**src/rtl/sft_pkg.sv**
```systemverilog
/*
 * Constants, carrier types and state layout of the SENT frame
 * transmitter.
 * Assumes one 20 MHz clock domain and a 32-bit APB register bus.
 */
package sft_pkg;

  // ****************************************
  // Clock and tick timing
  // ****************************************
  localparam int          CLK_NS   = 50;    // 20 MHz clock period
  localparam int          TICK_NS  = 5000;  // Default tick of 5 us
  localparam logic [15:0] TICK_CYC = 16'(TICK_NS / CLK_NS);

  // ****************************************
  // Segment and message lengths in ticks, test frame counts, last nibble index
  // ****************************************
  localparam logic [8:0] SYNC_TK      = 9'h038;  // 56
  localparam logic [8:0] NIB_BASE_TK  = 9'h00c;  // 12
  localparam logic [8:0] LOW_TK       = 9'h005;
  localparam logic [8:0] PAUSE_LOW_TK = 9'h00c;  // 12
  localparam logic [8:0] PAUSE_PER_TK = 9'h100;  // 256
  localparam logic [8:0] PAUSE_MIN_TK = 9'h00d;
  localparam logic [8:0] RESUME_TK    = 9'h00c;  // 12
  localparam logic [8:0] MSG_MIN_TK   = 9'h09a;  // 154
  localparam logic [8:0] MSG_MAX_TK   = 9'h10e;  // 270
  localparam logic [4:0] COIL_SELF_TEST_MSGS    = 5'h08;
  localparam logic [4:0] COIL_SELF_TEST_TOTAL   = 5'h10;
  localparam logic [2:0] LAST_NIB     = 3'h7;

  // ****************************************
  // Checksum and status codes
  // ****************************************
  localparam logic [3:0] CRC_SEED    = 4'h5;
  localparam logic [3:0] CRC_POLY    = 4'hd;  // x4+x3+x2+1, top dropped
  localparam logic [1:0] ST_NORMAL   = 2'h0;
  localparam logic [1:0] ST_ERROR    = 2'h1;
  localparam logic [1:0] ST_COIL_SELF_TEST_POS = 2'h2;
  localparam logic [1:0] ST_COIL_SELF_TEST_NEG = 2'h3;

  // ****************************************
  // Register map
  // ****************************************
  localparam int         ADDR_W      = 8;
  localparam int         TICK_W      = 16;
  localparam logic [7:0] ADDR_CTRL   = 8'h00;
  localparam logic [7:0] ADDR_TICK   = 8'h04;
  localparam logic [7:0] ADDR_STATUS = 8'h08;
  localparam logic [7:0] ADDR_FIELD  = 8'h0c;

  typedef struct packed {
    logic line_coil_self_test_en;
    logic pin_coil_self_test_en;
    logic range_wide;
    logic pause_en;
  } sft_ctrl_t;
  localparam int        CTRL_W   = $bits(sft_ctrl_t);
  localparam sft_ctrl_t CTRL_RST = 4'h8;

  typedef struct packed {
    logic [12:0] rsvd;
    logic        drv;
    logic [1:0]  stat;
    logic [7:0]  cnt;
    logic [4:0]  bistn;
    logic        neg;
    logic        coil;
    logic        sleep;
  } sft_stat_t;

  // ****************************************
  // Sequencer state
  // ****************************************
  typedef enum logic [2:0] {
    S_SLEEP, S_SYNC, S_NIB, S_PAUSE, S_HOLD, S_RESUME
  } sft_state_t;

  typedef struct packed {
    sft_state_t  state;
    logic [15:0] div;
    logic [8:0]  seg;
    logic [8:0]  len;
    logic [2:0]  nib;
    logic [8:0]  ftk;
    logic [8:0]  lowc;
    logic [11:0] smp;
    logic [11:0] fld;
    logic [1:0]  stat;
    logic [7:0]  cnt;
    logic [4:0]  bistn;
    logic        pinon;
    logic        pol;
    logic        coil;
    logic        cpol;
    logic        drv;
    logic        conv;
    logic [1:0]  s_line;
    logic [1:0]  s_pin;
    logic [1:0]  s_slp;
    sft_ctrl_t   ctrl;
    logic [15:0] tdiv;
    logic [31:0] prdata;
    logic        perr;
  } sft_st_t;

  localparam sft_st_t ST_RST = '{state: S_SLEEP, tdiv: TICK_CYC,
    ctrl: CTRL_RST, s_line: 2'h3, s_pin: 2'h3, s_slp: 2'h3,
    default: '0};

endpackage

```
**src/rtl/sft_crc.sv**
```systemverilog
/*
 * CRC nibble over the six data nibbles of one frame.
 * Assumes the caller holds the data steady for the whole frame.
 */
`timescale 1ns/1ps
module sft_crc (
  // Six data nibbles, first sent in the top bits
  input  wire logic [23:0] data_in,
  // Checksum nibble
  output logic      [3:0]  crc_out
);
  import sft_pkg::*;

  // Bitwise division, augmented by one zero nibble
  always_comb begin
    logic [3:0]  c;
    logic [27:0] bits;
    c    = CRC_SEED;
    bits = {data_in, 4'h0};
    for (int i = 27; i >= 0; i--) begin
      c = c[3] ? ({c[2:0], bits[i]} ^ CRC_POLY) : {c[2:0], bits[i]};
    end
    crc_out = c;
  end

endmodule // sft_crc

```
**src/rtl/sft_top.sv**
```systemverilog
/*
 * SENT frame transmitter: sync, status, six data nibbles, CRC and an
 * optional pause on one open-drain line, plus self-test and sleep.
 * Assumes the field converter and APB master share CLK_IN; the line,
 * self-test and sleep pins are asynchronous.
 */
// Design decisions made here: the register offsets and the APB interface to the registers.
`timescale 1ns/1ps

// Function
// Status top two bits always zero
// Status low bits: normal, error, positive, negative
// Nibbles 1-3 carry field, MSB first
// Nibbles 4-5 carry rolling counter, upper first
// Nibble 6 inverts nibble 1
// Field word unsigned, 2048 is zero
// Full-scale range selectable, narrow or wide
// CRC seed 0101, poly x4+x3+x2+1
// Optional pause, 12 low in 256
// Message without pause lasts 154 to 270
// Default 5 us tick, about 1 ms
// Conversion starts with sync, reported that frame
// Receiver holds line low one message
// Resume 12 ticks after line high
// Eight positive then eight negative test frames
// Test pin low energises coil
// Each pin activation reverses coil polarity
// Sleep while sleep pin high
// Host checks field change during test
// Sync period lasts 56 ticks
// Eight nibbles: status, six data, CRC
// Segments delimited by falling edges
// Nibble value v spans 12+v ticks
// Each segment starts five ticks low; the pause segment here starts twelve ticks low
// Rolling counter increments per message, wraps
// CRC over data nibbles only, reseeded
module sft_top (
  // Clock and reset
  input  wire logic                       CLK_IN,
  input  wire logic                       RESETN_IN,
  // APB slave
  input  wire logic                       PSEL_IN,
  input  wire logic                       PENABLE_IN,
  input  wire logic                       PWRITE_IN,
  input  wire logic [sft_pkg::ADDR_W-1:0] PADDR_IN,
  input  wire logic [31:0]                PWDATA_IN,
  output logic      [31:0]                PRDATA_OUT,
  output logic                            PREADY_OUT,
  output logic                            PSLVERR_OUT,
  // Field converter
  input  wire logic [11:0]                FIELD_IN,
  input  wire logic                       FIELD_VALID_IN,
  input  wire logic                       ERROR_IN,
  output logic                            CONV_START_OUT,
  output logic                            RANGE_WIDE_OUT,
  // Open-drain output line
  input  wire logic                       SENSOR_OUTPUT_LINE_IN,
  output logic                            SENSOR_OUTPUT_LINE_OUT,
  output logic                            SENSOR_OUTPUT_LINE_OE_OUT,
  // Self-test and sleep pins
  input  wire logic                       SELF_TEST_REQUEST_N_IN,
  input  wire logic                       SLEEP_REQUEST_IN,
  // Coil and power control
  output logic                            COIL_SELF_TEST_OUT,
  output logic                            COIL_NEG_OUT,
  output logic                            SLEEP_OUT
);
  import sft_pkg::*;

  // ****************************************
  // Declarations
  // ****************************************
  sft_st_t    r;
  sft_st_t    n;
  sft_stat_t  stw;
  logic       tick_w;
  logic       seg_end_w;
  logic       in_frame_w;
  logic       frame_end_w;
  logic       go;
  logic [3:0] nv_w;
  logic [3:0] crc_w;
  logic [8:0] low_w;
  logic [8:0] ftk1_w;
  logic [1:0] nst_w;
  logic [31:0] rd_w;
  logic       rd_hit_w;
  logic       ro_w;

  // Nibble value by position within the frame
  function automatic logic [3:0] nib_val(input logic [2:0] idx,
                                         input sft_st_t    s,
                                         input logic [3:0] crc);
    unique case (idx)
      3'h0: nib_val = {2'b00, s.stat};
      3'h1: nib_val = s.fld[11:8];
      3'h2: nib_val = s.fld[7:4];
      3'h3: nib_val = s.fld[3:0];
      3'h4: nib_val = s.cnt[7:4];
      3'h5: nib_val = s.cnt[3:0];
      3'h6: nib_val = ~s.fld[11:8];
      3'h7: nib_val = crc;
    endcase
  endfunction

  // ****************************************
  // Checksum
  // ****************************************
  // Data nibbles only, status excluded; reseeded every frame
  sft_crc u_crc (
    .data_in ({r.fld, r.cnt, ~r.fld[11:8]}),
    .crc_out (crc_w)
  );

  // ****************************************
  // Helpers
  // ****************************************
  // Tick prescaler end; 100 cycles by default, frames near 1 ms
  assign tick_w     = (r.div >= r.tdiv - 16'h0001);
  assign seg_end_w  = tick_w && (r.seg + 9'h001 == r.len);
  assign in_frame_w = r.state inside {S_SYNC, S_NIB, S_PAUSE};
  assign nv_w       = nib_val(r.nib, r, crc_w);
  assign low_w      = (r.state == S_PAUSE) ? PAUSE_LOW_TK : LOW_TK;
  assign ftk1_w     = r.ftk + 9'h001;
  assign frame_end_w = seg_end_w && ((r.state == S_PAUSE) ||
    (r.state == S_NIB && r.nib == LAST_NIB && !r.ctrl.pause_en));

  // Status code for the frame being opened; test wins over error
  always_comb begin
    if (r.bistn > COIL_SELF_TEST_MSGS) begin
      nst_w = ST_COIL_SELF_TEST_POS;
    end else if (r.bistn != 5'h00) begin
      nst_w = ST_COIL_SELF_TEST_NEG;
    end else if (r.pinon) begin
      nst_w = r.pol ? ST_COIL_SELF_TEST_NEG : ST_COIL_SELF_TEST_POS;
    end else if (ERROR_IN) begin
      nst_w = ST_ERROR;
    end else begin
      nst_w = ST_NORMAL;
    end
  end

  // ****************************************
  // Next state
  // ****************************************
  always_comb begin
    n      = r;
    go     = 1'b0;
    n.conv = 1'b0;
    // Two-flop synchronisers for the pins
    n.s_line = {r.s_line[0], SENSOR_OUTPUT_LINE_IN};
    n.s_pin  = {r.s_pin[0], SELF_TEST_REQUEST_N_IN};
    n.s_slp  = {r.s_slp[0], SLEEP_REQUEST_IN};
    n.div    = tick_w ? 16'h0000 : r.div + 16'h0001;
    // Prescaler waits in sleep, so the first sync gets full ticks
    if (r.state == S_SLEEP) begin
      n.div = 16'h0000;
    end
    // Latest conversion result inside the sync period
    if (r.state == S_SYNC && FIELD_VALID_IN) begin
      n.smp = FIELD_IN;
    end
    // Count ticks with the line seen low, saturating
    if (tick_w) begin
      if (r.s_line[1]) begin
        n.lowc = 9'h000;
      end else if (r.lowc != MSG_MAX_TK) begin
        n.lowc = r.lowc + 9'h001;
      end
    end
    // Coil follows the test pin; polarity flips on release
    n.pinon = r.ctrl.pin_coil_self_test_en && !r.s_pin[1];
    if (r.pinon && !n.pinon) begin
      n.pol = ~r.pol;
    end
    // Segment and frame tick counters
    if (in_frame_w && tick_w) begin
      n.seg = r.seg + 9'h001;
      n.ftk = r.ftk + 9'h001;
    end
    unique case (r.state)
      S_SLEEP: begin
        go = !r.s_slp[1];
      end
      S_SYNC: begin
        if (seg_end_w) begin
          n.state = S_NIB;
          n.seg   = 9'h000;
          n.nib   = 3'h0;
          n.fld   = r.smp;
          n.stat  = nst_w;
          n.len   = NIB_BASE_TK + {7'h00, nst_w};
        end
      end
      S_NIB: begin
        if (seg_end_w) begin
          n.seg = 9'h000;
          if (r.nib != LAST_NIB) begin
            n.nib = r.nib + 3'h1;
            n.len = NIB_BASE_TK +
                    {5'h00, nib_val(r.nib + 3'h1, r, crc_w)};
          end else if (r.ctrl.pause_en) begin
            n.state = S_PAUSE;
            n.len   = (ftk1_w + PAUSE_MIN_TK <= PAUSE_PER_TK) ?
                      PAUSE_PER_TK - ftk1_w : PAUSE_MIN_TK;
          end
        end
      end
      S_PAUSE: begin
        n.seg = (seg_end_w) ? 9'h000 : n.seg;
      end
      S_HOLD: begin
        // Receiver released the line; wait before resuming
        if (tick_w && r.s_line[1]) begin
          n.state = S_RESUME;
          n.seg   = 9'h000;
          n.len   = RESUME_TK;
        end
      end
      S_RESUME: begin
        if (tick_w) begin
          n.seg = r.seg + 9'h001;
        end
        if (seg_end_w) begin
          n.bistn = COIL_SELF_TEST_TOTAL;
          go      = 1'b1;
        end
      end
    endcase
    // Message done: count it and open the next one
    if (frame_end_w) begin
      n.cnt = r.cnt + 8'h01;
      if (r.bistn != 5'h00) begin
        n.bistn = r.bistn - 5'h01;
      end
      go = 1'b1;
    end
    // Open a frame with its sync period and a conversion start
    if (go) begin
      n.state = S_SYNC;
      n.seg   = 9'h000;
      n.len   = SYNC_TK;
      n.ftk   = 9'h000;
      n.conv  = 1'b1;
    end
    // Line held low for a whole message starts the test
    if (r.ctrl.line_coil_self_test_en && in_frame_w && r.lowc == MSG_MAX_TK) begin
      n.state = S_HOLD;
    end
    // Sleep pin wins over everything else
    if (r.s_slp[1]) begin
      n.state = S_SLEEP;
    end
    // Falling edge opens every segment, low for its first ticks
    n.drv = (n.state inside {S_SYNC, S_NIB}) && (n.seg < LOW_TK) ||
            (n.state == S_PAUSE) && (n.seg < PAUSE_LOW_TK);
    // Coil drive and polarity
    n.coil = (n.bistn != 5'h00) || n.pinon;
    n.cpol = (n.bistn != 5'h00) ? (n.bistn <= COIL_SELF_TEST_MSGS) : n.pol;
    // APB setup cycle: capture read data and the error answer
    if (PSEL_IN && !PENABLE_IN) begin
      n.prdata = rd_w;
      n.perr   = !rd_hit_w || (PWRITE_IN && ro_w);
    end
    // APB access cycle: writes land here
    if (PSEL_IN && PENABLE_IN && PWRITE_IN) begin
      if (PADDR_IN == ADDR_CTRL) begin
        n.ctrl = sft_ctrl_t'(PWDATA_IN[CTRL_W-1:0]);
      end
      if (PADDR_IN == ADDR_TICK) begin
        n.tdiv = PWDATA_IN[TICK_W-1:0];
      end
    end
  end

  // ****************************************
  // Register read decode
  // ****************************************
  always_comb begin
    stw = '{rsvd: 13'h0000, drv: r.drv, stat: r.stat, cnt: r.cnt,
           bistn: r.bistn, neg: r.cpol, coil: r.coil,
           sleep: (r.state == S_SLEEP)};
    rd_w     = 32'h0000_0000;
    rd_hit_w = 1'b1;
    ro_w     = 1'b0;
    case (PADDR_IN)
      ADDR_CTRL:   rd_w = {28'h000_0000, r.ctrl};
      ADDR_TICK:   rd_w = {16'h0000, r.tdiv};
      ADDR_STATUS: begin
        rd_w = stw;
        ro_w = 1'b1;
      end
      ADDR_FIELD: begin
        rd_w = {20'h0_0000, r.fld};
        ro_w = 1'b1;
      end
      default:     rd_hit_w = 1'b0;
    endcase
  end

  // ****************************************
  // State register
  // ****************************************
  always_ff @(posedge CLK_IN or negedge RESETN_IN) begin
    if (!RESETN_IN) begin
      r <= ST_RST;
    end else begin
      r <= n;
    end
  end

  // Outputs
  assign PRDATA_OUT                = r.prdata;
  assign PREADY_OUT                = 1'b1;
  assign PSLVERR_OUT               = r.perr;
  assign CONV_START_OUT            = r.conv;
  assign RANGE_WIDE_OUT            = r.ctrl.range_wide;
  assign SENSOR_OUTPUT_LINE_OUT    = 1'b0;
  assign SENSOR_OUTPUT_LINE_OE_OUT = r.drv;
  assign COIL_SELF_TEST_OUT        = r.coil;
  assign COIL_NEG_OUT              = r.cpol;
  assign SLEEP_OUT                 = (r.state == S_SLEEP);
endmodule // sft_top

```
**config.mk**
```make
export PLATFORM = sky130hd
export DESIGN_NAME = sft_top
export DESIGN_NICKNAME = d
export VERILOG_FILES = /design/src/rtl/sft_pkg.sv /design/src/rtl/sft_crc.sv /design/src/rtl/sft_top.sv
export SDC_FILE = /design/constraint.sdc
export NUM_CORES = 1
export LEC_CHECK = 0
export BUFFER_PORTS_ARGS = -buffer_cell sky130_fd_sc_hd__buf_2
export CAP_MARGIN = 15
export CELL_PAD_IN_SITES_DETAIL_PLACEMENT = 1
export CELL_PAD_IN_SITES_GLOBAL_PLACEMENT = 1
export CORE_MARGIN = 2
export CORE_UTILIZATION = 50
export DETAILED_ROUTE_END_ITERATION = 16
export HOLD_SLACK_MARGIN = 0.02
export MAX_ROUTING_LAYER = met4
export PLACE_DENSITY = 0.95
export SYNTH_ARGS = -nofsm -noshare
export SYNTH_HDL_FRONTEND = slang
export SYNTH_SLANG_ARGS = --single-unit
```
**constraint.sdc**
```tcl
create_clock -name CLK_IN -period 9.5 [get_ports CLK_IN]
set_input_delay 1.9 -clock CLK_IN [delete_from_list [all_inputs] [get_ports CLK_IN]]
set_output_delay 1.9 -clock CLK_IN [all_outputs]
set_load 0.02 [all_outputs]
```
# == Word-level counts from Yosys, hierarchy flattened ==
# Cells that the tools add are included.
# totals
register_bits,162
# op_classes
add_sub_neg,12
order_cmp,6
n_eq_ne,30
muxes,77
bitwise_logic,29
reduce_logical,46
# ops
cell,n
$mux 4,29
$mux 9,10
$not 3->3,26
$pmux 19 s4,1
$pmux 9 s5,1
$mux 21,2
$mux 18,2
$mux 16,2
$pmux 4 s8,1
$add 9x1->9 const B,3
$mux 3,9
$pmux 9 s3,1
$eq 3x3->1 const B,7
$mux 5,4
$eq 3x2->1 const B,6
$logic_and 1x1->1,17
$add 16x1->16 const B,1
$eq 8x4->1 const B,2
$ge 16x16->1,1
$sub 16x1->16 const B,1
$ne 3x3->1 const B,4
$reduce_bool 5->1,2
$add 9x4->9 const B,1
$eq 3x1->1 const B,3
other kinds (38),64

# == Depth between registers and ports, before layout ==
# depth
depth_word,65
ltp_mapped,20
depth_no_buf,19

# == By module ==
# Synthesis repeated with hierarchy kept, for this count alone.
# unflattened
hier_cells,938
hier_area_um2,9142.5
# by_module_without_submodules
module,n_inst,cells_each,area_per_inst_um2,seq_area_each_um2
sft_top,1,918,8852.2,3741.1
sft_crc,1,20,290.3,0.0

# == Worst setup path before layout ==
# OpenSTA, ideal clock, no wires.
# synth_timing
path_kind,reg2reg
startpoint,register r[37] (netlist name)
endpoint,"register r, in the netlist SENSOR_OUTPUT_LINE_OE_OUT"
setup_ns,0.111
t_arrival_ns,4.272
required_ns,9.389
setup_slack_ns,5.117
path_stages_with_launch,21
path_buffers,1
cell_sequence,dfrtp_1 > or4_1 > nor2_1 > nand2_1 > nor3_1 > nand2b_1 > nor2_1 > xnor2_1 > ha_1 > and3_1 > a221oi_1 > o211ai_1 > o21ai_1 > and2_1 > buf_2 > a211o_4 > o21ai_0 > o211ai_1 > a2bb2oi_1 > or4_1 > a2111oi_2
# synth_lines
element,line,source
"start, declared",sft_top.sv:73,sft_st_t r;
"start signal, assigned",sft_top.sv:308,r <= n;

# == Final worst setup path ==
# layout_timing
startpoint,register r[37] (netlist name)
endpoint,register r[127] (netlist name)
# layout_between
elab_chain_cells,8
# layout_rtl
element,line,source
$sub 16x1->16 *,sft_top.sv:119,assign tick_w = (r.div >= r.tdiv - 16'h0001);
$ge 16x16->1 *,sft_top.sv:119,
$logic_and 1x1->1,sft_top.sv:120,assign seg_end_w = tick_w && (r.seg + 9'h001 == r.len);
$mux 1,sft_top.sv:224,if (seg_end_w) begin
$pmux 1 s2,sft_top.sv:181,unique case (r.state)
$mux 1,sft_top.sv:231,if (frame_end_w) begin
"$ne 4x3->1 (no line), or another cell as far along",n/a,
$reduce_and 5->1 (no line),n/a,
# Every way passes the cells marked *; elsewhere a longest branch is shown, timed or not.
# A chain may end at the register's enable or synchronous reset.

==> out/qor.yml <==
outcome:
  run_status: "complete, no violations"
timing:
  tightest_slew_ns: 1.05
  finalClockSkew_ns: 0.0102
  final_report_setup_violation_count: 0
  grt_setup_unrepaired: "false"
  finalHoldViolCount: 0
  worst_slew_margin_rel: 0.299
  pins_over_slew_limit: 0
  min_period_ns: 5.82
  fin_crit_sh: 0.613
  max_freq_ghz: 0.172
  setup-tns-final_ns: 0
yosys:
  synth_area_per_cell_um2: 9.67
  post_synth_cell_types: 73
  post_synth_inst_count: 929
  synth_largest_type_area_fraction: 0.387
  ys_async_sr_fraction: 1.00
  synth_area_mm2: 0.00898
  netlist.top_cell.by_area: "sky130_fd_sc_hd__dfrtp_1"
  yosys_warnings: 0
  post_synth_main_area_contributors: "sky130_fd_sc_hd__dfrtp_1 (39%), sky130_fd_sc_hd__mux2_2 (6.8%), sky130_fd_sc_hd__xnor2_1 (5.9%)"
  synth-seq-cells: 149
  synth_edf_count: 0
  synth_seq_area_share: 0.417
  yosys_most_used_dff: "sky130_fd_sc_hd__dfrtp_1"
finish:
  drive_above_1_share: 0.194
  finalNetCount: 1050
  final_util: 0.552
  area_growth_pct: 9.25
  flip_flop_and_latch_area_mm2: 0.00374
  n_antenna_cell: 0
  fillCellCount: 2024
  multi_input_comb_area_mm2: 0.00472
route:
  route.detailed.drc: 0
  postRouteWirelength_mm: 28.4
  detail_route.iter0.violations: 784
  vias: 7651
  antenna_violating_nets_post_route: 0
  first_pass_iters: 6
  route.detailed.vias_per_inst: 6.39
  routedWlPerCell_um: 23.7
critical_path:
  start_kind: "flip-flop"
  ff2ff_setup_slack_ns: 3.68
  critPathArrivalTime_ns: 6.15
  worstPathRequired_ns: 9.82
  crit_path_end_kind: "flip-flop"
  path_class: "flip-flop to flip-flop"
  crit_path_max_fanout: 24
  critical_path.reg2reg.startpoint: "r[37]$_DFFE_PN0P_"
  critical_path.reg2reg.endpoint: "r[127]$_DFFE_PN0P_"
  ff2ff_path_depth: 17
clock_tree:
  cts.path.max_buffers: 2
  number_of_setup_buffers_added_after_cts: 0
  cts.sinks: 149
  clk_transition_reported_paths_ns: 0.07
  clk-insertion-delay-late_ns: 0.44
  cts-hold-fix-buffers: 0
  ctsResizeCount: 0
  cts_htree_levels: 4
  clock_tree_root_buffer_cell: "sky130_fd_sc_hd__clkbuf_16"
  cts_tree: "done"
  tritoncts_buffers: 17
floorplanning:
  core-area_mm2: 0.0178
  placement_rows: 49
  die_area_mm2: 0.0190
  start_util: 0.505
  dieHeight_um: 138
  die_x_um: 138
  io-pin-count: 103
hold_path:
  hold_path_end: "r[56]$_DFF_PN1_"
  hold_path.startpoint: "n[56]$_DFF_PN1_"
  timing.hold.worst.class: "flip-flop to flip-flop"
  hold-path-cell-count: 0
flow_run:
  cap_viol_max_count: 0
placed_design:
  dp_hpwl_mm: 18.7
  place.port_buffers: 71
  gp_routability_congestion: 0.920
power:
  power.density_mw_per_mm2: 152
  fin_total_pwr_mw: 1.49
  total_leakage_power_nw: 4.50
  power.ir.vdd_worst_v: 0.000131
global_route:
  grt_start_max_net_pins: 78
  antenna_found_initial: 0
  groute.usage.overall: 0.310
  grt_first_pass_wirelength_mm: 45.5
  via_count_of_the_first_global_routing_pass: 8178
  grt_overflow: 0
-- worst max-delay path: stages (launching register included) --
cell and delay, ns:
sky130_fd_sc_hd__dfrtp_1 0.45, sky130_fd_sc_hd__or4_1 0.56, sky130_fd_sc_hd__nor2_1 0.16, sky130_fd_sc_hd__nand2_1 0.12
sky130_fd_sc_hd__nor4_1 0.45, sky130_fd_sc_hd__xnor2_1 0.18, sky130_fd_sc_hd__ha_1 0.36, sky130_fd_sc_hd__and3_1 0.21
sky130_fd_sc_hd__a221oi_1 0.36, sky130_fd_sc_hd__o211ai_1 0.17, sky130_fd_sc_hd__o21ai_1 0.32, sky130_fd_sc_hd__nand2_2 0.25
sky130_fd_sc_hd__nand2_4 0.21, sky130_fd_sc_hd__o22a_1 0.38, sky130_fd_sc_hd__inv_1 0.48, sky130_fd_sc_hd__nor2_1 0.74
sky130_fd_sc_hd__a21oi_1 0.17, sky130_fd_sc_hd__o31ai_1 0.13
-- registers in the layout, indices dropped and copies added (netlist names) --
signal / count
r: 121
PRDATA_OUT: 19
n: 3
COIL_NEG_OUT: 1
COIL_SELF_TEST_OUT: 1
CONV_START_OUT: 1
PSLVERR_OUT: 1
RANGE_WIDE_OUT: 1
SENSOR_OUTPUT_LINE_OE_OUT: 1
-- Yosys cell counts (3+ instances only) --
| library cell | n |
|---|---|
| sky130_fd_sc_hd__a2111oi_0 | 3 |
| sky130_fd_sc_hd__a211oi_1 | 6 |
| sky130_fd_sc_hd__a21o_1 | 4 |
| sky130_fd_sc_hd__a21oi_1 | 31 |
| sky130_fd_sc_hd__a221oi_1 | 7 |
| sky130_fd_sc_hd__a22o_1 | 4 |
| sky130_fd_sc_hd__a22oi_1 | 13 |
| sky130_fd_sc_hd__a31o_2 | 3 |
| sky130_fd_sc_hd__a31oi_1 | 6 |
| sky130_fd_sc_hd__and2_1 | 8 |
| sky130_fd_sc_hd__and3_1 | 16 |
| sky130_fd_sc_hd__and4_1 | 3 |
| sky130_fd_sc_hd__buf_2 | 8 |
| sky130_fd_sc_hd__buf_4 | 36 |
| sky130_fd_sc_hd__buf_6 | 5 |
| sky130_fd_sc_hd__clkbuf_1 | 27 |
| sky130_fd_sc_hd__dfrtp_1 | 139 |
| sky130_fd_sc_hd__dfstp_2 | 10 |
| sky130_fd_sc_hd__ha_1 | 33 |
| sky130_fd_sc_hd__inv_1 | 25 |
| sky130_fd_sc_hd__mux2_2 | 54 |
| sky130_fd_sc_hd__mux2i_1 | 3 |
| sky130_fd_sc_hd__mux4_2 | 4 |
| sky130_fd_sc_hd__nand2_1 | 92 |
| sky130_fd_sc_hd__nand2b_1 | 9 |
| sky130_fd_sc_hd__nand3_1 | 34 |
| sky130_fd_sc_hd__nand3b_1 | 3 |
| sky130_fd_sc_hd__nand4_1 | 12 |
| sky130_fd_sc_hd__nor2_1 | 80 |
| sky130_fd_sc_hd__nor2b_1 | 5 |
| sky130_fd_sc_hd__nor3_1 | 14 |
| sky130_fd_sc_hd__nor4_1 | 12 |
| sky130_fd_sc_hd__o2111ai_1 | 4 |
| sky130_fd_sc_hd__o211ai_1 | 4 |
| sky130_fd_sc_hd__o21ai_0 | 51 |
| sky130_fd_sc_hd__o21bai_1 | 3 |
| sky130_fd_sc_hd__o31ai_1 | 8 |
| sky130_fd_sc_hd__or2_2 | 4 |
| sky130_fd_sc_hd__or3_1 | 5 |
| sky130_fd_sc_hd__or4_1 | 5 |
| sky130_fd_sc_hd__xnor2_1 | 60 |
| sky130_fd_sc_hd__xor2_1 | 37 |
-- stage by stage --
stage          worst slack (ns)  hold slack (ns)  std cells  instance area [um^2]
2_1_floorplan              5.12            0.345        942                  9030
3_3_place_gp               4.24            0.345       1165                  9210
3_5_place_dp               4.00            0.351       1165                  9210
4_1_cts                    3.74            0.355       1197                  9810
5_1_grt                    3.30            0.349       1197                  9810
6_report                   3.68            0.358       1197                  9810
-- how the worst max path moves through the flow --
stage,startpoint,to,cells past startpoint
after floorplan,r[37]$_DFFE_PN0P_,SENSOR_OUTPUT_LINE_OE_OUT$_DFF_PN0_,20
after CTS,r[37]$_DFFE_PN0P_,r[127]$_DFFE_PN0P_,17
after detailed placement,r[37]$_DFFE_PN0P_,r[127]$_DFFE_PN0P_,18
after global placement,r[37]$_DFFE_PN0P_,r[128]$_DFFE_PN0P_,18
final,r[37]$_DFFE_PN0P_,r[127]$_DFFE_PN0P_,17
after global routing,r[37]$_DFFE_PN0P_,r[127]$_DFFE_PN0P_,17
-- report_power, final --
group          internal [mW]  total, mW  leakage, nW  switching (mW)
Clock                  0.377      0.704        0.293           0.327
Sequential             0.656      0.673         2.00          0.0176
Combinational         0.0397      0.110         2.21          0.0701
Total                   1.07       1.49         4.50           0.415
-- layer usage --
metal / routed length [um] / track usage / vias up / part of all wire
li1: - / - / 3280 / -
met1: 10900 / 0.360 / 3839 / 0.38
met2: 14100 / 0.510 / 411 / 0.50
met5: 0 / - / - / 0
met3: 2000 / 0.0651 / 121 / 0.070
met4: 1400 / 0.157 / 0 / 0.049
-- cells by family after synthesis --
family	share of synthesized area
AO/OA/AOI/OAI	0.129
XOR/XNOR	0.0946
adder cells (fa/ha/maj)	0.0460
buffers and inverters	0.0634
flip-flops	0.417
multiplexers	0.0811
other	0.000836
AND/OR/NAND/NOR	0.169
-- placed cells by master, fill, tap and decap left out, types with 13 or more instances in the layout --
master                      synthesis  layout
sky130_fd_sc_hd__a21oi_1           31      31
sky130_fd_sc_hd__a22oi_1           13      13
sky130_fd_sc_hd__and3_1            16      16
sky130_fd_sc_hd__buf_2              8      70
sky130_fd_sc_hd__clkbuf_16          0      17
sky130_fd_sc_hd__conb_1             2      15
sky130_fd_sc_hd__dfrtp_1          139     139
sky130_fd_sc_hd__ha_1              33      33
sky130_fd_sc_hd__inv_1             25      25
sky130_fd_sc_hd__mux2_2            54      54
sky130_fd_sc_hd__nand2_1           92      92
sky130_fd_sc_hd__nand3_1           34      34
sky130_fd_sc_hd__nor2_1            80      80
sky130_fd_sc_hd__nor3_1            14      14
sky130_fd_sc_hd__o21ai_0           51      51
sky130_fd_sc_hd__xnor2_1           60      60
sky130_fd_sc_hd__xor2_1            37      37
-- cell type report --
| cell class | count | share of cell area |
|---|---|---|
| timing repair buffer | 72 | 0.0376 |
| inverter | 25 | 0.00957 |
| sequential | 149 | 0.381 |
| clock inverter | 15 | 0.0180 |
| clock buffer | 17 | 0.0434 |
| tap | 229 | 0.0292 |
| multi-input combinational | 690 | 0.481 |
No activity file was read; power rests on OpenSTA's default activity.
